===== src/shared/nbpr_pkg.sv =====
// shared constants and types of the nand page read host
package nbpr_pkg;
    // command bytes
    localparam logic [7:0] CMD_PAGE_READ = 8'h00;
    localparam logic [7:0] CMD_READ_CONFIRM = 8'h30;
    localparam logic [7:0] CMD_COLUMN_CHANGE = 8'h05;
    localparam logic [7:0] CMD_COLUMN_CONFIRM = 8'he0;
    // page geometry
    localparam int PAGE_MAIN_BYTES = 2048;
    localparam int PAGE_SPARE_BYTES = 64;
    localparam int BLOCK_PAGES = 64;
    localparam int ROW_BITS = 17;
    localparam int COL_BITS = 12;
    localparam int PLANE_ROW_BIT = 6;
    // address sequence positions
    localparam logic [2:0] STEP_CMD = 3'h0;
    localparam logic [2:0] STEP_COL_FIRST = 3'h1;
    localparam logic [2:0] STEP_COL_LAST = 3'h2;
    localparam logic [2:0] STEP_ROW_LAST = 3'h5;
    localparam logic [2:0] STEP_CONFIRM = 3'h6;
    // timing
    localparam int CLOCK_NS = 4;
    localparam int STROBE_LOW_NS = 12;
    localparam int STROBE_HIGH_NS = 12;
    localparam int EDO_LIMIT_NS = 30;
    localparam int BUSY_START_NS = 100;
    localparam int COLUMN_SETTLE_NS = 80;
    localparam int STROBE_LOW_CYC = (STROBE_LOW_NS + CLOCK_NS - 1) / CLOCK_NS;
    localparam int STROBE_HIGH_CYC = (STROBE_HIGH_NS + CLOCK_NS - 1) / CLOCK_NS;
    localparam int BUSY_START_CYC = (BUSY_START_NS + CLOCK_NS - 1) / CLOCK_NS;
    localparam int COLUMN_SETTLE_CYC = (COLUMN_SETTLE_NS + CLOCK_NS - 1) / CLOCK_NS;
    localparam bit EDO_MODE = (STROBE_LOW_NS + STROBE_HIGH_NS) < EDO_LIMIT_NS;
    // reset values
    localparam logic [7:0] COUNT_RESET = 8'h00;
    localparam logic [15:0] WORD_RESET = 16'h0000;

    typedef enum logic [1:0] {NBPR_CYC_CMD, NBPR_CYC_ADDR, NBPR_CYC_READ} nbpr_kind_type;
    typedef enum logic {NBPR_OP_PAGE_READ, NBPR_OP_COLUMN_CHANGE} nbpr_op_type;
endpackage


===== src/shared/nbpr_cycle_if.sv =====
// one bus cycle request and answer between sequencer and strobe engine
`timescale 1ns/100ps
interface nbpr_cycle_if;
    logic req;
    nbpr_pkg::nbpr_kind_type kind;
    logic [15:0] wdata;
    logic idle;
    logic done;
    logic [15:0] rdata;
    modport sequencer (output req, output kind, output wdata, input idle, input done, input rdata);
    modport engine (input req, input kind, input wdata, output idle, output done, output rdata);
endinterface


===== src/hdl/nbpr_bus_cycle.sv =====
// strobe engine: one command, address or read cycle on the shared bus
`timescale 1ns/100ps
module nbpr_bus_cycle #(
    parameter int BUS_WIDTH = 8
) (
    // clock and reset
    input wire logic i_clock,
    input wire logic i_rstn,
    // request from sequencer
    nbpr_cycle_if.engine cyc,
    // flash pins
    output logic o_cle,
    output logic o_ale,
    output logic o_we_n,
    output logic o_read_strobe_n,
    output logic [BUS_WIDTH-1:0] o_io,
    output logic [BUS_WIDTH-1:0] o_io_oe,
    input wire logic [BUS_WIDTH-1:0] i_io
);
    // read word travels back in a 16-bit carrier
    if (BUS_WIDTH < 1 || BUS_WIDTH > 16)
    begin
        $error("engine bus width must be 1 to 16");
    end
    typedef enum logic [1:0] {E_IDLE, E_SETUP, E_LOW, E_HIGH} nbpr_eng_type;
    nbpr_eng_type state_reg;
    logic [7:0] cnt_reg;
    logic is_read_reg;
    logic [BUS_WIDTH-1:0] io_meta_reg;
    logic [BUS_WIDTH-1:0] io_sync_reg;
    logic [15:0] rdata_reg;
    logic done_reg;

    localparam logic [7:0] COUNT_ZERO = 8'h00;
    localparam logic [7:0] LOW_LOAD = 8'(nbpr_pkg::STROBE_LOW_CYC - 1);
    localparam logic [7:0] HIGH_LOAD = 8'(nbpr_pkg::STROBE_HIGH_CYC - 1);
    wire cnt_zero = (cnt_reg == COUNT_ZERO);
    // edo: bus held after the rise, so sample at the end of the high phase instead
    wire capture_now = is_read_reg && cnt_zero &&
        (nbpr_pkg::EDO_MODE ? (state_reg == E_HIGH) : (state_reg == E_LOW));

    assign cyc.idle = (state_reg == E_IDLE);
    assign cyc.done = done_reg;
    assign cyc.rdata = rdata_reg;

    always_ff @(posedge i_clock or negedge i_rstn)
    begin
        if (!i_rstn)
        begin
            io_meta_reg <= '0;
            io_sync_reg <= '0;
        end
        else
        begin
            io_meta_reg <= i_io;
            io_sync_reg <= io_meta_reg;
        end
    end

    always_ff @(posedge i_clock or negedge i_rstn)
    begin
        if (!i_rstn)
        begin
            state_reg <= E_IDLE;
            cnt_reg <= nbpr_pkg::COUNT_RESET;
            is_read_reg <= 1'b0;
            o_cle <= 1'b0;
            o_ale <= 1'b0;
            o_we_n <= 1'b1;
            o_read_strobe_n <= 1'b1;
            o_io <= '0;
            o_io_oe <= '0;
            rdata_reg <= nbpr_pkg::WORD_RESET;
            done_reg <= 1'b0;
        end
        else
        begin
            done_reg <= 1'b0;
            if (capture_now)
                rdata_reg <= 16'(io_sync_reg);
            case (state_reg)
                E_IDLE:
                    if (cyc.req)
                    begin
                        // qualifiers never both high; data cycles keep both low
                        o_cle <= (cyc.kind == nbpr_pkg::NBPR_CYC_CMD);
                        o_ale <= (cyc.kind == nbpr_pkg::NBPR_CYC_ADDR);
                        is_read_reg <= (cyc.kind == nbpr_pkg::NBPR_CYC_READ);
                        o_io <= cyc.wdata[BUS_WIDTH-1:0];
                        o_io_oe <= {BUS_WIDTH{cyc.kind != nbpr_pkg::NBPR_CYC_READ}};
                        state_reg <= E_SETUP;
                    end
                E_SETUP:
                begin
                    // one cycle of qualifier setup before the strobe falls
                    o_we_n <= is_read_reg;
                    o_read_strobe_n <= !is_read_reg;
                    cnt_reg <= LOW_LOAD;
                    state_reg <= E_LOW;
                end
                E_LOW:
                    if (cnt_zero)
                    begin
                        o_we_n <= 1'b1;
                        o_read_strobe_n <= 1'b1;
                        cnt_reg <= HIGH_LOAD;
                        state_reg <= E_HIGH;
                    end
                    else
                        cnt_reg <= cnt_reg - 8'h01;
                E_HIGH:
                    if (cnt_zero)
                    begin
                        o_cle <= 1'b0;
                        o_ale <= 1'b0;
                        o_io_oe <= '0;
                        done_reg <= 1'b1;
                        state_reg <= E_IDLE;
                    end
                    else
                        cnt_reg <= cnt_reg - 8'h01;
                default:
                    state_reg <= E_IDLE;
            endcase
        end
    end
endmodule


===== src/hdl/nbpr_host.sv =====
// host sequencer for nand page read and column change over the strobe bus
`timescale 1ns/100ps
module nbpr_host #(
    parameter int BUS_WIDTH = 8
) (
    // clock and reset
    input wire logic i_clock,
    input wire logic i_rstn,
    // user request
    input wire logic i_cmd_valid,
    output logic o_cmd_ready,
    input wire nbpr_pkg::nbpr_op_type i_cmd_op,
    input wire logic [nbpr_pkg::COL_BITS-1:0] i_column,
    input wire logic [nbpr_pkg::ROW_BITS-1:0] i_row,
    input wire logic [11:0] i_word_count,
    input wire logic i_allow_write,
    // user answer
    output logic o_rd_valid,
    output logic [BUS_WIDTH-1:0] o_rd_data,
    output logic o_done,
    output logic o_plane,
    // flash pins
    output logic o_chip_select_n,
    output logic o_cle,
    output logic o_ale,
    output logic o_we_n,
    output logic o_read_strobe_n,
    output logic o_write_protect_n,
    output logic o_whole_chip_protect,
    output logic [BUS_WIDTH-1:0] o_shared_io_bus,
    output logic [BUS_WIDTH-1:0] o_shared_io_bus_oe,
    input wire logic [BUS_WIDTH-1:0] i_shared_io_bus,
    input wire logic i_ready_busy
);
    // only byte and word buses have an address mapping
    if (BUS_WIDTH != 8 && BUS_WIDTH != 16)
    begin
        $error("bus width must be 8 or 16");
    end

    localparam bit WIDE = (BUS_WIDTH == 16);
    localparam int PAGE_WORDS = (nbpr_pkg::PAGE_MAIN_BYTES + nbpr_pkg::PAGE_SPARE_BYTES)
        / (WIDE ? 2 : 1);
    localparam logic [11:0] PAGE_WORDS_12 = 12'(PAGE_WORDS);
    localparam logic [7:0] BUSY_LOAD = 8'(nbpr_pkg::BUSY_START_CYC - 1);
    localparam logic [7:0] SETTLE_LOAD = 8'(nbpr_pkg::COLUMN_SETTLE_CYC - 1);

    typedef enum logic [2:0] {
        ST_IDLE, ST_ISSUE, ST_WAIT_CYCLE, ST_WAIT_BUSY, ST_WAIT_READY, ST_READ, ST_READ_WAIT
    } nbpr_state_type;

    // byte or word for each address cycle, upper byte always zero
    function automatic logic [15:0] addr_word(input logic [2:0] idx,
        input logic [nbpr_pkg::COL_BITS-1:0] col, input logic [nbpr_pkg::ROW_BITS-1:0] row);
        logic [15:0] w;
        w = 16'h0000;
        case (idx)
            3'h1: w = {8'h00, col[7:0]};
            3'h2: w = WIDE ? {13'h0000, col[10:8]} : {12'h000, col[11:8]};
            3'h3: w = {8'h00, row[7:0]};
            3'h4: w = {8'h00, row[15:8]};
            3'h5: w = {15'h0000, row[16]};
            default: w = 16'h0000;
        endcase
        return w;
    endfunction

    nbpr_state_type state_reg;
    nbpr_pkg::nbpr_op_type op_reg;
    logic [2:0] step_reg;
    logic [nbpr_pkg::COL_BITS-1:0] col_reg;
    logic [nbpr_pkg::ROW_BITS-1:0] row_reg;
    logic [11:0] left_reg;
    logic [7:0] wait_reg;
    logic ce_n_reg;
    logic rb_meta_reg;
    logic rb_sync_reg;
    logic wp_n_reg;
    logic rd_valid_reg;
    logic [BUS_WIDTH-1:0] rd_data_reg;
    logic done_reg;
    logic plane_reg;

    nbpr_cycle_if cyc ();

    wire is_col_change = (op_reg == nbpr_pkg::NBPR_OP_COLUMN_CHANGE);
    wire [7:0] cmd_byte = (step_reg == nbpr_pkg::STEP_CMD)
        ? (is_col_change ? nbpr_pkg::CMD_COLUMN_CHANGE : nbpr_pkg::CMD_PAGE_READ)
        : (is_col_change ? nbpr_pkg::CMD_COLUMN_CONFIRM : nbpr_pkg::CMD_READ_CONFIRM);
    wire step_is_cmd = (step_reg == nbpr_pkg::STEP_CMD) || (step_reg == nbpr_pkg::STEP_CONFIRM);
    // column change carries only the column cycles
    wire [2:0] step_after = (is_col_change && step_reg == nbpr_pkg::STEP_COL_LAST)
        ? nbpr_pkg::STEP_CONFIRM : step_reg + 3'h1;
    wire wait_zero = (wait_reg == 8'h00);
    wire [11:0] count_clip = (i_word_count == 12'h000 || i_word_count > PAGE_WORDS_12)
        ? PAGE_WORDS_12 : i_word_count;

    assign cyc.req = (state_reg == ST_ISSUE) || (state_reg == ST_READ);
    assign cyc.kind = (state_reg == ST_READ) ? nbpr_pkg::NBPR_CYC_READ
        : (step_is_cmd ? nbpr_pkg::NBPR_CYC_CMD : nbpr_pkg::NBPR_CYC_ADDR);
    assign cyc.wdata = step_is_cmd ? {8'h00, cmd_byte} : addr_word(step_reg, col_reg, row_reg);

    assign o_cmd_ready = (state_reg == ST_IDLE);
    assign o_chip_select_n = ce_n_reg;
    assign o_write_protect_n = wp_n_reg;
    assign o_rd_valid = rd_valid_reg;
    assign o_rd_data = rd_data_reg;
    assign o_done = done_reg;
    assign o_plane = plane_reg;

    nbpr_bus_cycle #(
        .BUS_WIDTH(BUS_WIDTH)
    ) u_engine (
        .i_clock(i_clock),
        .i_rstn(i_rstn),
        .cyc(cyc),
        .o_cle(o_cle),
        .o_ale(o_ale),
        .o_we_n(o_we_n),
        .o_read_strobe_n(o_read_strobe_n),
        .o_io(o_shared_io_bus),
        .o_io_oe(o_shared_io_bus_oe),
        .i_io(i_shared_io_bus)
    );

    // ready/busy is a pin: two flops before use
    always_ff @(posedge i_clock or negedge i_rstn)
    begin
        if (!i_rstn)
        begin
            rb_meta_reg <= 1'b0;
            rb_sync_reg <= 1'b0;
        end
        else
        begin
            rb_meta_reg <= i_ready_busy;
            rb_sync_reg <= rb_meta_reg;
        end
    end

    // protect pins: write protect low through reset, chip lock kept off
    always_ff @(posedge i_clock or negedge i_rstn)
    begin
        if (!i_rstn)
        begin
            wp_n_reg <= 1'b0;
            o_whole_chip_protect <= 1'b0;
        end
        else
        begin
            wp_n_reg <= i_allow_write;
            o_whole_chip_protect <= 1'b0;
        end
    end

    always_ff @(posedge i_clock or negedge i_rstn)
    begin
        if (!i_rstn)
        begin
            state_reg <= ST_IDLE;
            op_reg <= nbpr_pkg::NBPR_OP_PAGE_READ;
            step_reg <= nbpr_pkg::STEP_CMD;
            col_reg <= '0;
            row_reg <= '0;
            left_reg <= 12'h000;
            wait_reg <= nbpr_pkg::COUNT_RESET;
            ce_n_reg <= 1'b1;
            rd_valid_reg <= 1'b0;
            rd_data_reg <= '0;
            done_reg <= 1'b0;
            plane_reg <= 1'b0;
        end
        else
        begin
            rd_valid_reg <= 1'b0;
            done_reg <= 1'b0;
            case (state_reg)
                ST_IDLE:
                begin
                    ce_n_reg <= 1'b1;
                    if (i_cmd_valid)
                    begin
                        op_reg <= i_cmd_op;
                        col_reg <= WIDE ? {1'b0, i_column[10:0]} : i_column;
                        row_reg <= i_row;
                        plane_reg <= i_row[nbpr_pkg::PLANE_ROW_BIT];
                        left_reg <= count_clip;
                        step_reg <= nbpr_pkg::STEP_CMD;
                        ce_n_reg <= 1'b0;
                        state_reg <= ST_ISSUE;
                    end
                end
                ST_ISSUE:
                    state_reg <= ST_WAIT_CYCLE;
                ST_WAIT_CYCLE:
                    if (cyc.done)
                    begin
                        if (step_reg == nbpr_pkg::STEP_CONFIRM)
                        begin
                            wait_reg <= is_col_change ? SETTLE_LOAD : BUSY_LOAD;
                            state_reg <= ST_WAIT_BUSY;
                        end
                        else
                        begin
                            step_reg <= step_after;
                            state_reg <= ST_ISSUE;
                        end
                    end
                ST_WAIT_BUSY:
                    if (wait_zero)
                    begin
                        state_reg <= is_col_change ? ST_READ : ST_WAIT_READY;
                        // chip select may drop during latency; the read carries on
                        ce_n_reg <= !is_col_change;
                    end
                    else
                        wait_reg <= wait_reg - 8'h01;
                ST_WAIT_READY:
                    if (rb_sync_reg)
                    begin
                        ce_n_reg <= 1'b0;
                        state_reg <= ST_READ;
                    end
                ST_READ:
                    state_reg <= ST_READ_WAIT;
                ST_READ_WAIT:
                    if (cyc.done)
                    begin
                        rd_valid_reg <= 1'b1;
                        rd_data_reg <= cyc.rdata[BUS_WIDTH-1:0];
                        left_reg <= left_reg - 12'h001;
                        if (left_reg == 12'h001)
                        begin
                            done_reg <= 1'b1;
                            ce_n_reg <= 1'b1;
                            state_reg <= ST_IDLE;
                        end
                        else
                            state_reg <= ST_READ;
                    end
                default:
                    state_reg <= ST_IDLE;
            endcase
        end
    end
endmodule


===== config.mk =====
export PLATFORM = sky130hd
export DESIGN_NAME = nbpr_host
export DESIGN_NICKNAME = d
export VERILOG_FILES = /design/src/shared/nbpr_pkg.sv /design/src/shared/nbpr_cycle_if.sv /design/src/hdl/nbpr_bus_cycle.sv /design/src/hdl/nbpr_host.sv
export SDC_FILE = /design/constraint.sdc
export NUM_CORES = 1
export LEC_CHECK = 0
export BUFFER_PORTS_ARGS = -buffer_cell sky130_fd_sc_hd__buf_2
export CAP_MARGIN = 20
export CELL_PAD_IN_SITES_DETAIL_PLACEMENT = 1
export CELL_PAD_IN_SITES_GLOBAL_PLACEMENT = 2
export CORE_AREA = 2 2 138 107
export CTS_BUF_LIST = sky130_fd_sc_hd__clkbuf_8
export DETAILED_ROUTE_END_ITERATION = 6
export DIE_AREA = 0 0 140 109
export PLACE_DENSITY = 0.95
export SLEW_MARGIN = 20
export SYNTH_ARGS = -nofsm -noshare
export SYNTH_HDL_FRONTEND = slang
export SYNTH_SLANG_ARGS = --single-unit

===== constraint.sdc =====
create_clock -name i_clock -period 5.9 [get_ports i_clock]
set_input_delay 0.59 -clock i_clock [delete_from_list [all_inputs] [get_ports i_clock]]
set_output_delay 0.59 -clock i_clock [all_outputs]
set_load 0.02 [all_outputs]

==> results of run 1 <==
## worst min path at each step
| stage | slack [ns] | end | cells after the start | startpoint |
|---|---|---|---|---|
| 3_5_place_dp | 0.34 | u_engine.io_sync_reg[2]$_DFF_PN0_ | 0 | u_engine.io_meta_reg[2]$_DFF_PN0_ |
| 3_3_place_gp | 0.33 | u_engine.io_sync_reg[5]$_DFF_PN0_ | 0 | u_engine.io_meta_reg[5]$_DFF_PN0_ |
| 4_1_cts | 0.22 | u_engine.io_meta_reg[2]$_DFF_PN0_ | 1 | i_shared_io_bus[2] |
| 2_1_floorplan | 0.29 | col_reg[0]$_DFFE_PN0P_ | 0 | i_rstn |
| 6_report | 0.25 | u_engine.io_meta_reg[2]$_DFF_PN0_ | 1 | i_shared_io_bus[2] |
| 5_1_grt | 0.23 | u_engine.io_meta_reg[2]$_DFF_PN0_ | 1 | i_shared_io_bus[2] |
## through the flow
stage               hold slack [ns]  cell area [um^2]    util  setup WS, ns  cells
global placement             0.3338              6118  0.4362         3.126    760
CTS                          0.2182              6471  0.4614         2.894    792
floorplan                    0.2944              5594       -         3.805    522
finish                       0.2456              6471  0.4614         2.882    792
global route                 0.2292              6471  0.4614         2.524    792
detailed placement           0.3363              6118  0.4362         2.957    760
## layer usage
metal  global-route usage  part of all wire
met4              0.06782             0.017
met2               0.3431              0.47
met1               0.2655              0.46
met5                    0                 0
met3              0.05138             0.050
## area by class of cell
class                   count  area (um^2)
clock inverters            15        118.9
inverters                  17        63.81
flip-flops and latches    119         2982
clock buffers              17        234.0
fillers                  1548         7555
well taps                 180        225.2
repair buffers             89        450.4
multi-input cells         355         2397
## synth_stat cells, drive strengths merged, types with 4 or more instances
cell	count	share of area
or3	7	0.0081
a21oi	20	0.018
and2	6	0.0072
xnor2	7	0.011
nor3	17	0.016
a222oi	7	0.013
nand2	55	0.038
o211ai	4	0.0054
buf	11	0.013
clkbuf	20	0.014
a22oi	5	0.0067
ha	14	0.031
nand3	9	0.0081
a22o	5	0.0078
nand2b	6	0.0067
nand3b	4	0.0054
dfrtp	116	0.52
nor2	40	0.027
o21ai	34	0.030
nor2b	8	0.0089
nor4	6	0.0067
inv	16	0.011
or4	4	0.0054
mux2	44	0.089
xor2	4	0.0063
a221o	7	0.013
o21a	4	0.0054
## kinds of logic (layout without fill, tap and decap cells)
family,Yosys count,count (layout),synth area share
AO/OA/AOI/OAI,110,110,0.1338
buffers and inverters,48,138,0.03847
adder cells (fa/ha/maj),14,14,0.03131
XOR/XNOR,11,11,0.01722
multiplexers,46,46,0.09215
other,1,1,0.0006703
flip-flops,119,119,0.5330
AND/OR/NAND/NOR,173,173,0.1534
## report_power, final
part           total [mW]  internal, mW  switching (mW)
clock network       0.669         0.299           0.369
logic               0.104        0.0470          0.0573
registers           0.881         0.851          0.0291
## placed cells by master (no fill, tap or decap), types with 8 or more instances in the layout
master / instances
ha_1: 14
mux2_2: 44
nand3_1: 9
nor2b_1: 8
nand2_1: 54
buf_2: 87
a21oi_1: 20
nor3_1: 16
inv_1: 16
clkbuf_8: 17
o21ai_0: 34
nor2_1: 40
dfrtp_1: 116
==> impl_metrics.env, run 1 <==
export IMPL_r2r_cells=5
export IMPL_synth_area_per_cell_um2=10.72
export IMPL_largest_reg_flops=17
export IMPL_h_tree_depth=4
export IMPL_path_cells="nand4b_1 -> inv_1 -> nor2_1 -> or4_1 -> nand4_1"
export IMPL_post_cts_resized=0
export IMPL_ys_warn_count=0
export IMPL_final_setup_tns_ns=0
export IMPL_drt_iter0_drc=284
export IMPL_cts_made_buffers=17
export IMPL_cp_data_required_time_ns=6.27
export IMPL_hpwl_um=10570
export IMPL_io_pins=90
export IMPL_syn_to_final_growth_pct=15.68
export IMPL_synthFlopType="dfrtp_1"
export IMPL_p_leak_nw=3.073
export IMPL_rsz0062_at_grt="no"
export IMPL_crit_end="left_reg[11]$_DFFE_PN0P_"
export IMPL_synth_seq_cells=119
export IMPL_track_usage=0.2054
export IMPL_n_antenna_cell=0
export IMPL_netlist_area_um2=5594
export IMPL_place_congestion=0.8385
export IMPL_path_clk_slew_ns=0.09
export IMPL_hold_viol=0
export IMPL_vias=4399
export IMPL_setup_viol=0
export IMPL_async_flop_share=1.000
export IMPL_netlist_instances=522
export IMPL_postRouteAntennaNets=0
export IMPL_dieArea_um2=15260
export IMPL_drt_first_pass_iters=7
export IMPL_grt_max_degree=78
export IMPL_worst_ep_arrival_time_ns=3.39
export IMPL_grt_pass1_wl_um=24660
export IMPL_crit_type="register to register"
export IMPL_worst_setup_path_end_kind="register"
export IMPL_overflow=0
export IMPL_slew_headroom=0.3583
export IMPL_clk_latency_ns=0.44
export IMPL_drcViolationCount=2
export IMPL_cp_slowest_stage_delay_ns=0.75
export IMPL_violations="DRC"
export IMPL_die_width_um=140
export IMPL_tightest_slew_ns=0.9625
export IMPL_start_kind="register"
export IMPL_r2r_end="left_reg[11]$_DFFE_PN0P_"
export IMPL_fmax_mhz=331.4
export IMPL_startpoint="state_reg[2]$_DFFE_PN0P_"
export IMPL_wirelength_um=14760
export IMPL_drt_wirelength_per_cell_um=18.63
export IMPL_die_height_um=109
export IMPL_first_global_vias=4815
export IMPL_fin_total_pwr_mw=1.654
export IMPL_avgViaCountPerCell=5.554
export IMPL_antenna_found_initial=0
export IMPL_powerDensity_nw_per_um2=255.5
export IMPL_cts_buffer_depth=2
export IMPL_cts_setup_buffers=0
export IMPL_clock_sinks=119
export IMPL_worst_path_buf_inv=1
export IMPL_fin_nets=668
export IMPL_drv_slew=0
export IMPL_reg2reg_from="state_reg[2]$_DFFE_PN0P_"
export IMPL_rows=38
export IMPL_min_path_type="input port to register"
export IMPL_core_area_um2=14030
export IMPL_postCtsHoldBufs=0
export IMPL_syn_num_nets=591
export IMPL_yosysSeqAreaShare=0.5330
export IMPL_cp_max_fo=25
export IMPL_cpLargestDelayFamily="simple AND/OR/NAND/NOR gates"
export IMPL_drive_gt1_frac=0.2876
export IMPL_clock_root_buffer="clkbuf_8"
export IMPL_portBuffers=88
export IMPL_finalCriticalPeriod_ns=3.018
export IMPL_tritoncts="yes"
export IMPL_maxCapViolCount=0
export IMPL_initial_core_util=0.3988
export IMPL_finalClockSkew_ns=0.01375
export IMPL_status="finished, violations left"
export IMPL_rrSetupSlack_ns=2.88
export IMPL_slowest_stage="dfrtp_1"
export IMPL_ir_drop_uv=190.3
export IMPL_path_depth=5
export IMPL_period_share=0.5115
export IMPL_synth_distinct_cells=55
export IMPL_synth_edf_count=0
Power figures use the tool's default switching activity.
==> run 2, diff against run 1 <==
CORE_AREA = 2 2 144 111   (was 2 2 138 107)
DIE_AREA = 0 0 146 113   (was 0 0 140 109)
PLACE_DENSITY = 0.89   (was 0.95)
clock period = 2.8 ns   (was 5.9 ns; I/O delays follow)
==> run 2 against run 1 <==
Against the previous run:
- the run now ends clean
- sequential power is 110% higher
- combinational power is 120% higher
- clock power increased by 130%
- count of clock-buffer cells in the layout increased by 2
- utilization fell by 1.3 points
- routed wire length down 2.1%
- largest cell class unchanged
- highest routed layer is now met5
==> impl_metrics.env, run 2 (synthesized netlist as in run 1, its figures left out) <==
export IMPL_avgViaCountPerCell=5.209
export IMPL_track_usage=0.1850
export IMPL_cp_max_fo=6
export IMPL_fin_nets=688
export IMPL_grt_pass1_wl_um=23830
export IMPL_slowest_stage="a2111oi_0"
export IMPL_finalClockSkew_ns=0.01385
export IMPL_drt_first_pass_iters=6
export IMPL_antenna_found_initial=1
export IMPL_postLayoutCoreUtil=0.4482
export IMPL_io_pins=90
export IMPL_overflow=0
export IMPL_fin_total_pwr_mw=3.655
export IMPL_worst_setup_path_end_kind="register"
export IMPL_final_setup_tns_ns=0
export IMPL_drt_wirelength_per_cell_um=17.26
export IMPL_drv_slew=0
export IMPL_powerDensity_nw_per_um2=542.6
export IMPL_fin_area_um2=6736
export IMPL_grt_max_degree=56
export IMPL_path_depth=7
export IMPL_slew_headroom=0.5343
export IMPL_final_common_cell="dfrtp_1"
export IMPL_portBuffers=88
export IMPL_ir_drop_uv=384.7
export IMPL_clock_sinks=119
export IMPL_first_global_vias=4694
export IMPL_crit_end="u_engine.cnt_reg[5]$_DFFE_PN0P_"
export IMPL_drt_iter0_drc=251
export IMPL_cp_data_required_time_ns=3.12
export IMPL_syn_to_final_growth_pct=20.42
export IMPL_hpwl_um=10330
export IMPL_period_share=0.8375
export IMPL_core_area_um2=15030
export IMPL_place_congestion=0.8373
export IMPL_fmax_mhz=426.4
export IMPL_clock_root_buffer="clkbuf_8"
export IMPL_largest_reg_flops=17
export IMPL_worst_path_buf_inv=1
export IMPL_cpLargestDelayFamily="simple AND/OR/NAND/NOR gates"
export IMPL_layout_common_cells="dfrtp_1 (116), buf_2 (87), nand2_1 (54)"
export IMPL_path_clk_slew_ns=0.08
export IMPL_rrSetupSlack_ns=0.45
export IMPL_r2r_end="u_engine.cnt_reg[5]$_DFFE_PN0P_"
export IMPL_hold_viol=0
export IMPL_min_path_type="input port to register"
export IMPL_stdcell_count=837
export IMPL_reg2reg_from="u_engine.state_reg[0]$_DFFE_PN0P_"
export IMPL_setup_viol=0
export IMPL_drive_gt1_frac=0.2927
export IMPL_startpoint="u_engine.state_reg[0]$_DFFE_PN0P_"
export IMPL_rsz0062_at_grt="no"
export IMPL_tritoncts="yes"
export IMPL_cpMostUsedCell="nor2_1"
export IMPL_start_kind="register"
export IMPL_cp_slowest_stage_delay_ns=0.50
export IMPL_status="finished clean"
export IMPL_die_width_um=146
export IMPL_p_leak_nw=3.188
export IMPL_dp_cells=794
export IMPL_dieArea_um2=16500
export IMPL_fillers=1753
export IMPL_h_tree_depth=4
export IMPL_initial_core_util=0.3722
export IMPL_dpl_cell_area_um2=6230
export IMPL_n_antenna_cell=0
export IMPL_tightest_slew_ns=0.6985
export IMPL_finalCriticalPeriod_ns=2.345
export IMPL_clk_latency_ns=0.46
export IMPL_path_cells="inv_1 -> ha_1 -> nor2_1 -> or4_1 -> a2111oi_0 -> xnor2_1 -> nor2_1"
export IMPL_cts_made_buffers=17
export IMPL_worst_ep_arrival_time_ns=2.67
export IMPL_r2r_cells=7
export IMPL_cts_buffer_depth=2
export IMPL_vias=4360
export IMPL_postRouteAntennaNets=0
export IMPL_die_height_um=113
export IMPL_drcViolationCount=0
export IMPL_maxCapViolCount=0
export IMPL_rows=39
export IMPL_wirelength_um=14450
export IMPL_crit_type="register to register"
## run 2: changes by cell type in the layout (fill, tap and decap cells not counted)
| cell | delta |
|---|---|
| dlygate4sd3_1 | +11 |
| buf_4 | +8 |
| clkinv_2 | -3 |
| clkbuf_8 | +2 |
| buf_12 | +1 |
| bufinv_16 | +1 |
| clkinv_4 | +1 |
| clkinvlp_4 | -1 |
## run 2: final cells by class
class,count,area [um^2],share of cell area
sequential,119,2982,0.4426
multi-input combinational,355,2397,0.3559
timing repair buffer,109,640.6,0.09510
clock buffer,19,261.5,0.03882
tap,205,256.5,0.03808
clock inverter,13,135.1,0.02006
inverter,17,63.81,0.009473
## run 2: metrics by stage
stage	setup slack [ns]	hold slack [ns]
finish	0.4549	0.05032
global route	0.3301	0.02115
CTS	0.4557	0.02502
detailed placement	0.4752	0.3363
global placement	0.5642	0.3356
floorplan	0.7045	-0.01559
## run 2: power breakdown
part | leakage (nW) | switching [mW] | total [mW] | internal (mW)
sequential | 1.48 | 0.0569 | 1.85 | 1.79
clock | 0.197 | 0.797 | 1.57 | 0.776
combinational | 1.51 | 0.120 | 0.231 | 0.112
## run 2: metal layers
metal,wire length (um),GRT usage
met1,6581,0.2298
met2,6984,0.3110
met3,724,0.05847
met4,152,0.05761
met5,7,0
## run 2: worst reg2reg max path: cells and delay by family, from the launching register on
kind,cells,cell delay (ns)
compound gates,1,0.50
xor+xnor,1,0.17
buf+inv,1,0.08
simple gates,3,0.67
fa+ha+maj,1,0.38
flops,1,0.41
## run 2: how the worst min path moves through the flow
| stage | from | endpoint | slack, ns | depth (start not counted) |
|---|---|---|---|---|
| after floorplan | i_rstn | col_reg[0]$_DFFE_PN0P_ | -0.02 | 0 |
| after global placement | u_engine.io_meta_reg[7]$_DFF_PN0_ | u_engine.io_sync_reg[7]$_DFF_PN0_ | 0.34 | 0 |
| after detailed placement | u_engine.io_meta_reg[4]$_DFF_PN0_ | u_engine.io_sync_reg[4]$_DFF_PN0_ | 0.34 | 0 |
| after CTS | i_row[10] | row_reg[10]$_DFFE_PN0P_ | 0.03 | 2 |
| after global routing | i_column[1] | col_reg[1]$_DFFE_PN0P_ | 0.02 | 2 |
| final | i_word_count[5] | left_reg[5]$_DFFE_PN0P_ | 0.05 | 3 |
## run 2: timing repair
| item | in CTS | in global routing |
|---|---|---|
| hold buffers | 11 | 0 |
| hold endpoints to repair | 59 | 0 |
| buffers inserted | 0 | 0 |
| gates resized for setup | 0 | 0 |
==> run 3, diff against run 2 <==
CORE_AREA = 2 2 152 117   (was 2 2 144 111)
DIE_AREA = 0 0 154 119   (was 0 0 146 113)
PLACE_DENSITY = 0.85   (was 0.89)
clock period = 1.91 ns   (was 2.8 ns; I/O delays follow)
==> run 3 against run 2 <==
Against the previous run:
- hold slack worse by 0.014 ns
- critical path type unchanged
- the run now ends with setup timing left
- sequential share of layout area down 5.7 points
- setup slack worse by 0.51 ns
- critical path depth is 3 lower
- final cell count is 12% higher
- largest power group unchanged
- register-to-register slack worse by 0.51 ns
- die area increased by 11%
- sequential power grew 46%
- critical endpoint is now u_engine.cnt_reg[1]$_DFFE_PN0P_
- clock skew hardly changed
==> impl_metrics.env, run 3 (synthesized netlist as in run 1, its figures left out) <==
export IMPL_layout_common_cells="dfrtp_1 (114), buf_2 (87), buf_4 (53)"
export IMPL_fmax_mhz=509.1
export IMPL_drt_first_pass_iters=4
export IMPL_dpl_cell_area_um2=6588
export IMPL_powerDensity_nw_per_um2=693.4
export IMPL_worst_setup_path_end_kind="register"
export IMPL_track_usage=0.1875
export IMPL_avgViaCountPerCell=5.127
export IMPL_drcViolationCount=0
export IMPL_worst_path_buf_inv=0
export IMPL_crit_end="u_engine.cnt_reg[1]$_DFFE_PN0P_"
export IMPL_hpwl_um=11270
export IMPL_dp_cells=851
export IMPL_r2r_cells=4
export IMPL_final_common_cell="dfrtp_1"
export IMPL_syn_to_final_growth_pct=38.49
export IMPL_maxCapViolCount=0
export IMPL_grt_max_degree=49
export IMPL_setup_viol=3
export IMPL_dieArea_um2=18330
export IMPL_largest_reg_flops=17
export IMPL_slowest_stage="or4_4"
export IMPL_final_setup_tns_ns=-0.07940
export IMPL_drive_gt1_frac=0.3743
export IMPL_vias=4799
export IMPL_n_antenna_cell=0
export IMPL_clk_latency_ns=0.45
export IMPL_violations="setup timing"
export IMPL_worst_ep_arrival_time_ns=2.29
export IMPL_hold_viol=0
export IMPL_path_depth=4
export IMPL_clock_sinks=119
export IMPL_stdcell_count=936
export IMPL_r2r_end="u_engine.cnt_reg[1]$_DFFE_PN0P_"
export IMPL_finalCriticalPeriod_ns=1.964
export IMPL_cpLargestDelayFamily="simple AND/OR/NAND/NOR gates"
export IMPL_first_global_vias=5294
export IMPL_die_height_um=119
export IMPL_reg2reg_from="u_engine.cnt_reg[5]$_DFFE_PN0P_"
export IMPL_clock_root_buffer="clkbuf_8"
export IMPL_io_pins=90
export IMPL_wirelength_um=16630
export IMPL_die_width_um=154
export IMPL_portBuffers=88
export IMPL_setup_ws_ns=-0.05442
export IMPL_antenna_found_initial=0
export IMPL_ir_drop_uv=586.0
export IMPL_cts_buffer_depth=2
export IMPL_path_cells="or4_4 -> or3_4 -> and3_4 -> a222oi_1"
export IMPL_grt_pass1_wl_um=27100
export IMPL_rsz0062_at_grt="yes"
export IMPL_startpoint="u_engine.cnt_reg[5]$_DFFE_PN0P_"
export IMPL_place_congestion=0.8385
export IMPL_drt_iter0_drc=161
export IMPL_min_path_type="input port to register"
export IMPL_period_share=1.028
export IMPL_p_leak_nw=3.610
export IMPL_rrSetupSlack_ns=-0.05
export IMPL_fin_area_um2=7747
export IMPL_postRouteAntennaNets=0
export IMPL_path_clk_slew_ns=0.07
export IMPL_rows=42
export IMPL_drt_wirelength_per_cell_um=17.77
export IMPL_cp_max_fo=6
export IMPL_core_area_um2=17080
export IMPL_start_kind="register"
export IMPL_fin_nets=772
export IMPL_overflow=0
export IMPL_tritoncts="yes"
export IMPL_drv_slew=0
export IMPL_finalClockSkew_ns=0.01431
export IMPL_postLayoutCoreUtil=0.4536
export IMPL_crit_type="register to register"
export IMPL_cp_data_required_time_ns=2.23
export IMPL_status="finished, violations left"
export IMPL_h_tree_depth=4
export IMPL_initial_core_util=0.3275
export IMPL_cp_slowest_stage_delay_ns=0.57
export IMPL_cts_made_buffers=17
## run 3: changes by cell type in the layout (fill, tap and decap cells not counted), sizes merged
cell         previous run  this run
buf                    98       146
dlygate4sd3            11        47
clkinvlp                2         6
clkinv                  3         4
clkbuf                 19        20
inv                    24        18
## run 3: what timing repair did
item / in CTS / in global routing
hold endpoints to repair: 162 / 0
gates resized for setup: 20 / 40
setup buffers: 4 / 2
hold buffers: 47 / 0
setup endpoints to repair: 33 / 42
pin swaps: 2 / 13
## run 3: worst min-delay path: cells and delay by family
kind | cells | cell delay (ns)
buffers and inverters | 1 | 0.10
AND/OR/NAND/NOR | 1 | 0.07
AO/OA/AOI/OAI | 1 | 0.08
## run 3: power breakdown
group / internal, mW / switching (mW) / total (mW)
Combinational: 0.242 / 0.211 / 0.453
Sequential: 2.63 / 0.0817 / 2.71
Clock: 1.12 / 1.09 / 2.21
## run 3: metal layers
layer,global-route usage,wire length (um),vias to the layer above
met2,0.3257,8248,108
met4,0.05140,150,0
met1,0.2295,7446,2454
met5,0,0,-
met3,0.05204,783,15
li1,-,-,2222
## run 3: per-stage QoR
stage               hold slack, ns  worst slack [ns]  power [mW]
finish                     0.03612          -0.05442       5.372
global route               0.01547           -0.1290       5.609
CTS                       0.001010          -0.03086       5.427
detailed placement         0.03384           -0.1527       3.128
global placement           0.02807          -0.08689       3.103
floorplan                  -0.1046          -0.09646       2.898
## run 3: layout make-up
| type | instances | area (um^2) |
|---|---|---|
| well taps | 220 | 275.3 |
| flip-flops and latches | 119 | 2984 |
| clock buffers | 20 | 275.3 |
| fillers | 1884 | 9331 |
| inverters | 17 | 66.31 |
| clock inverters | 12 | 105.1 |
| multi-input cells | 355 | 2653 |
| repair buffers | 193 | 1389 |
## run 3: how the worst min path moves through the flow
stage / slack (ns) / to / depth (start not counted) / startpoint
after detailed placement: 0.03 / col_reg[2]$_DFFE_PN0P_ / 1 / i_rstn
after CTS: 0.001 / is_col_change$_DFFE_PN0P_ / 2 / i_cmd_op
after floorplan: -0.10 / col_reg[0]$_DFFE_PN0P_ / 0 / i_rstn
final: 0.04 / left_reg[8]$_DFFE_PN0P_ / 3 / i_word_count[8]
after global routing: 0.02 / is_col_change$_DFFE_PN0P_ / 2 / i_cmd_op
after global placement: 0.03 / col_reg[2]$_DFFE_PN0P_ / 1 / i_rstn
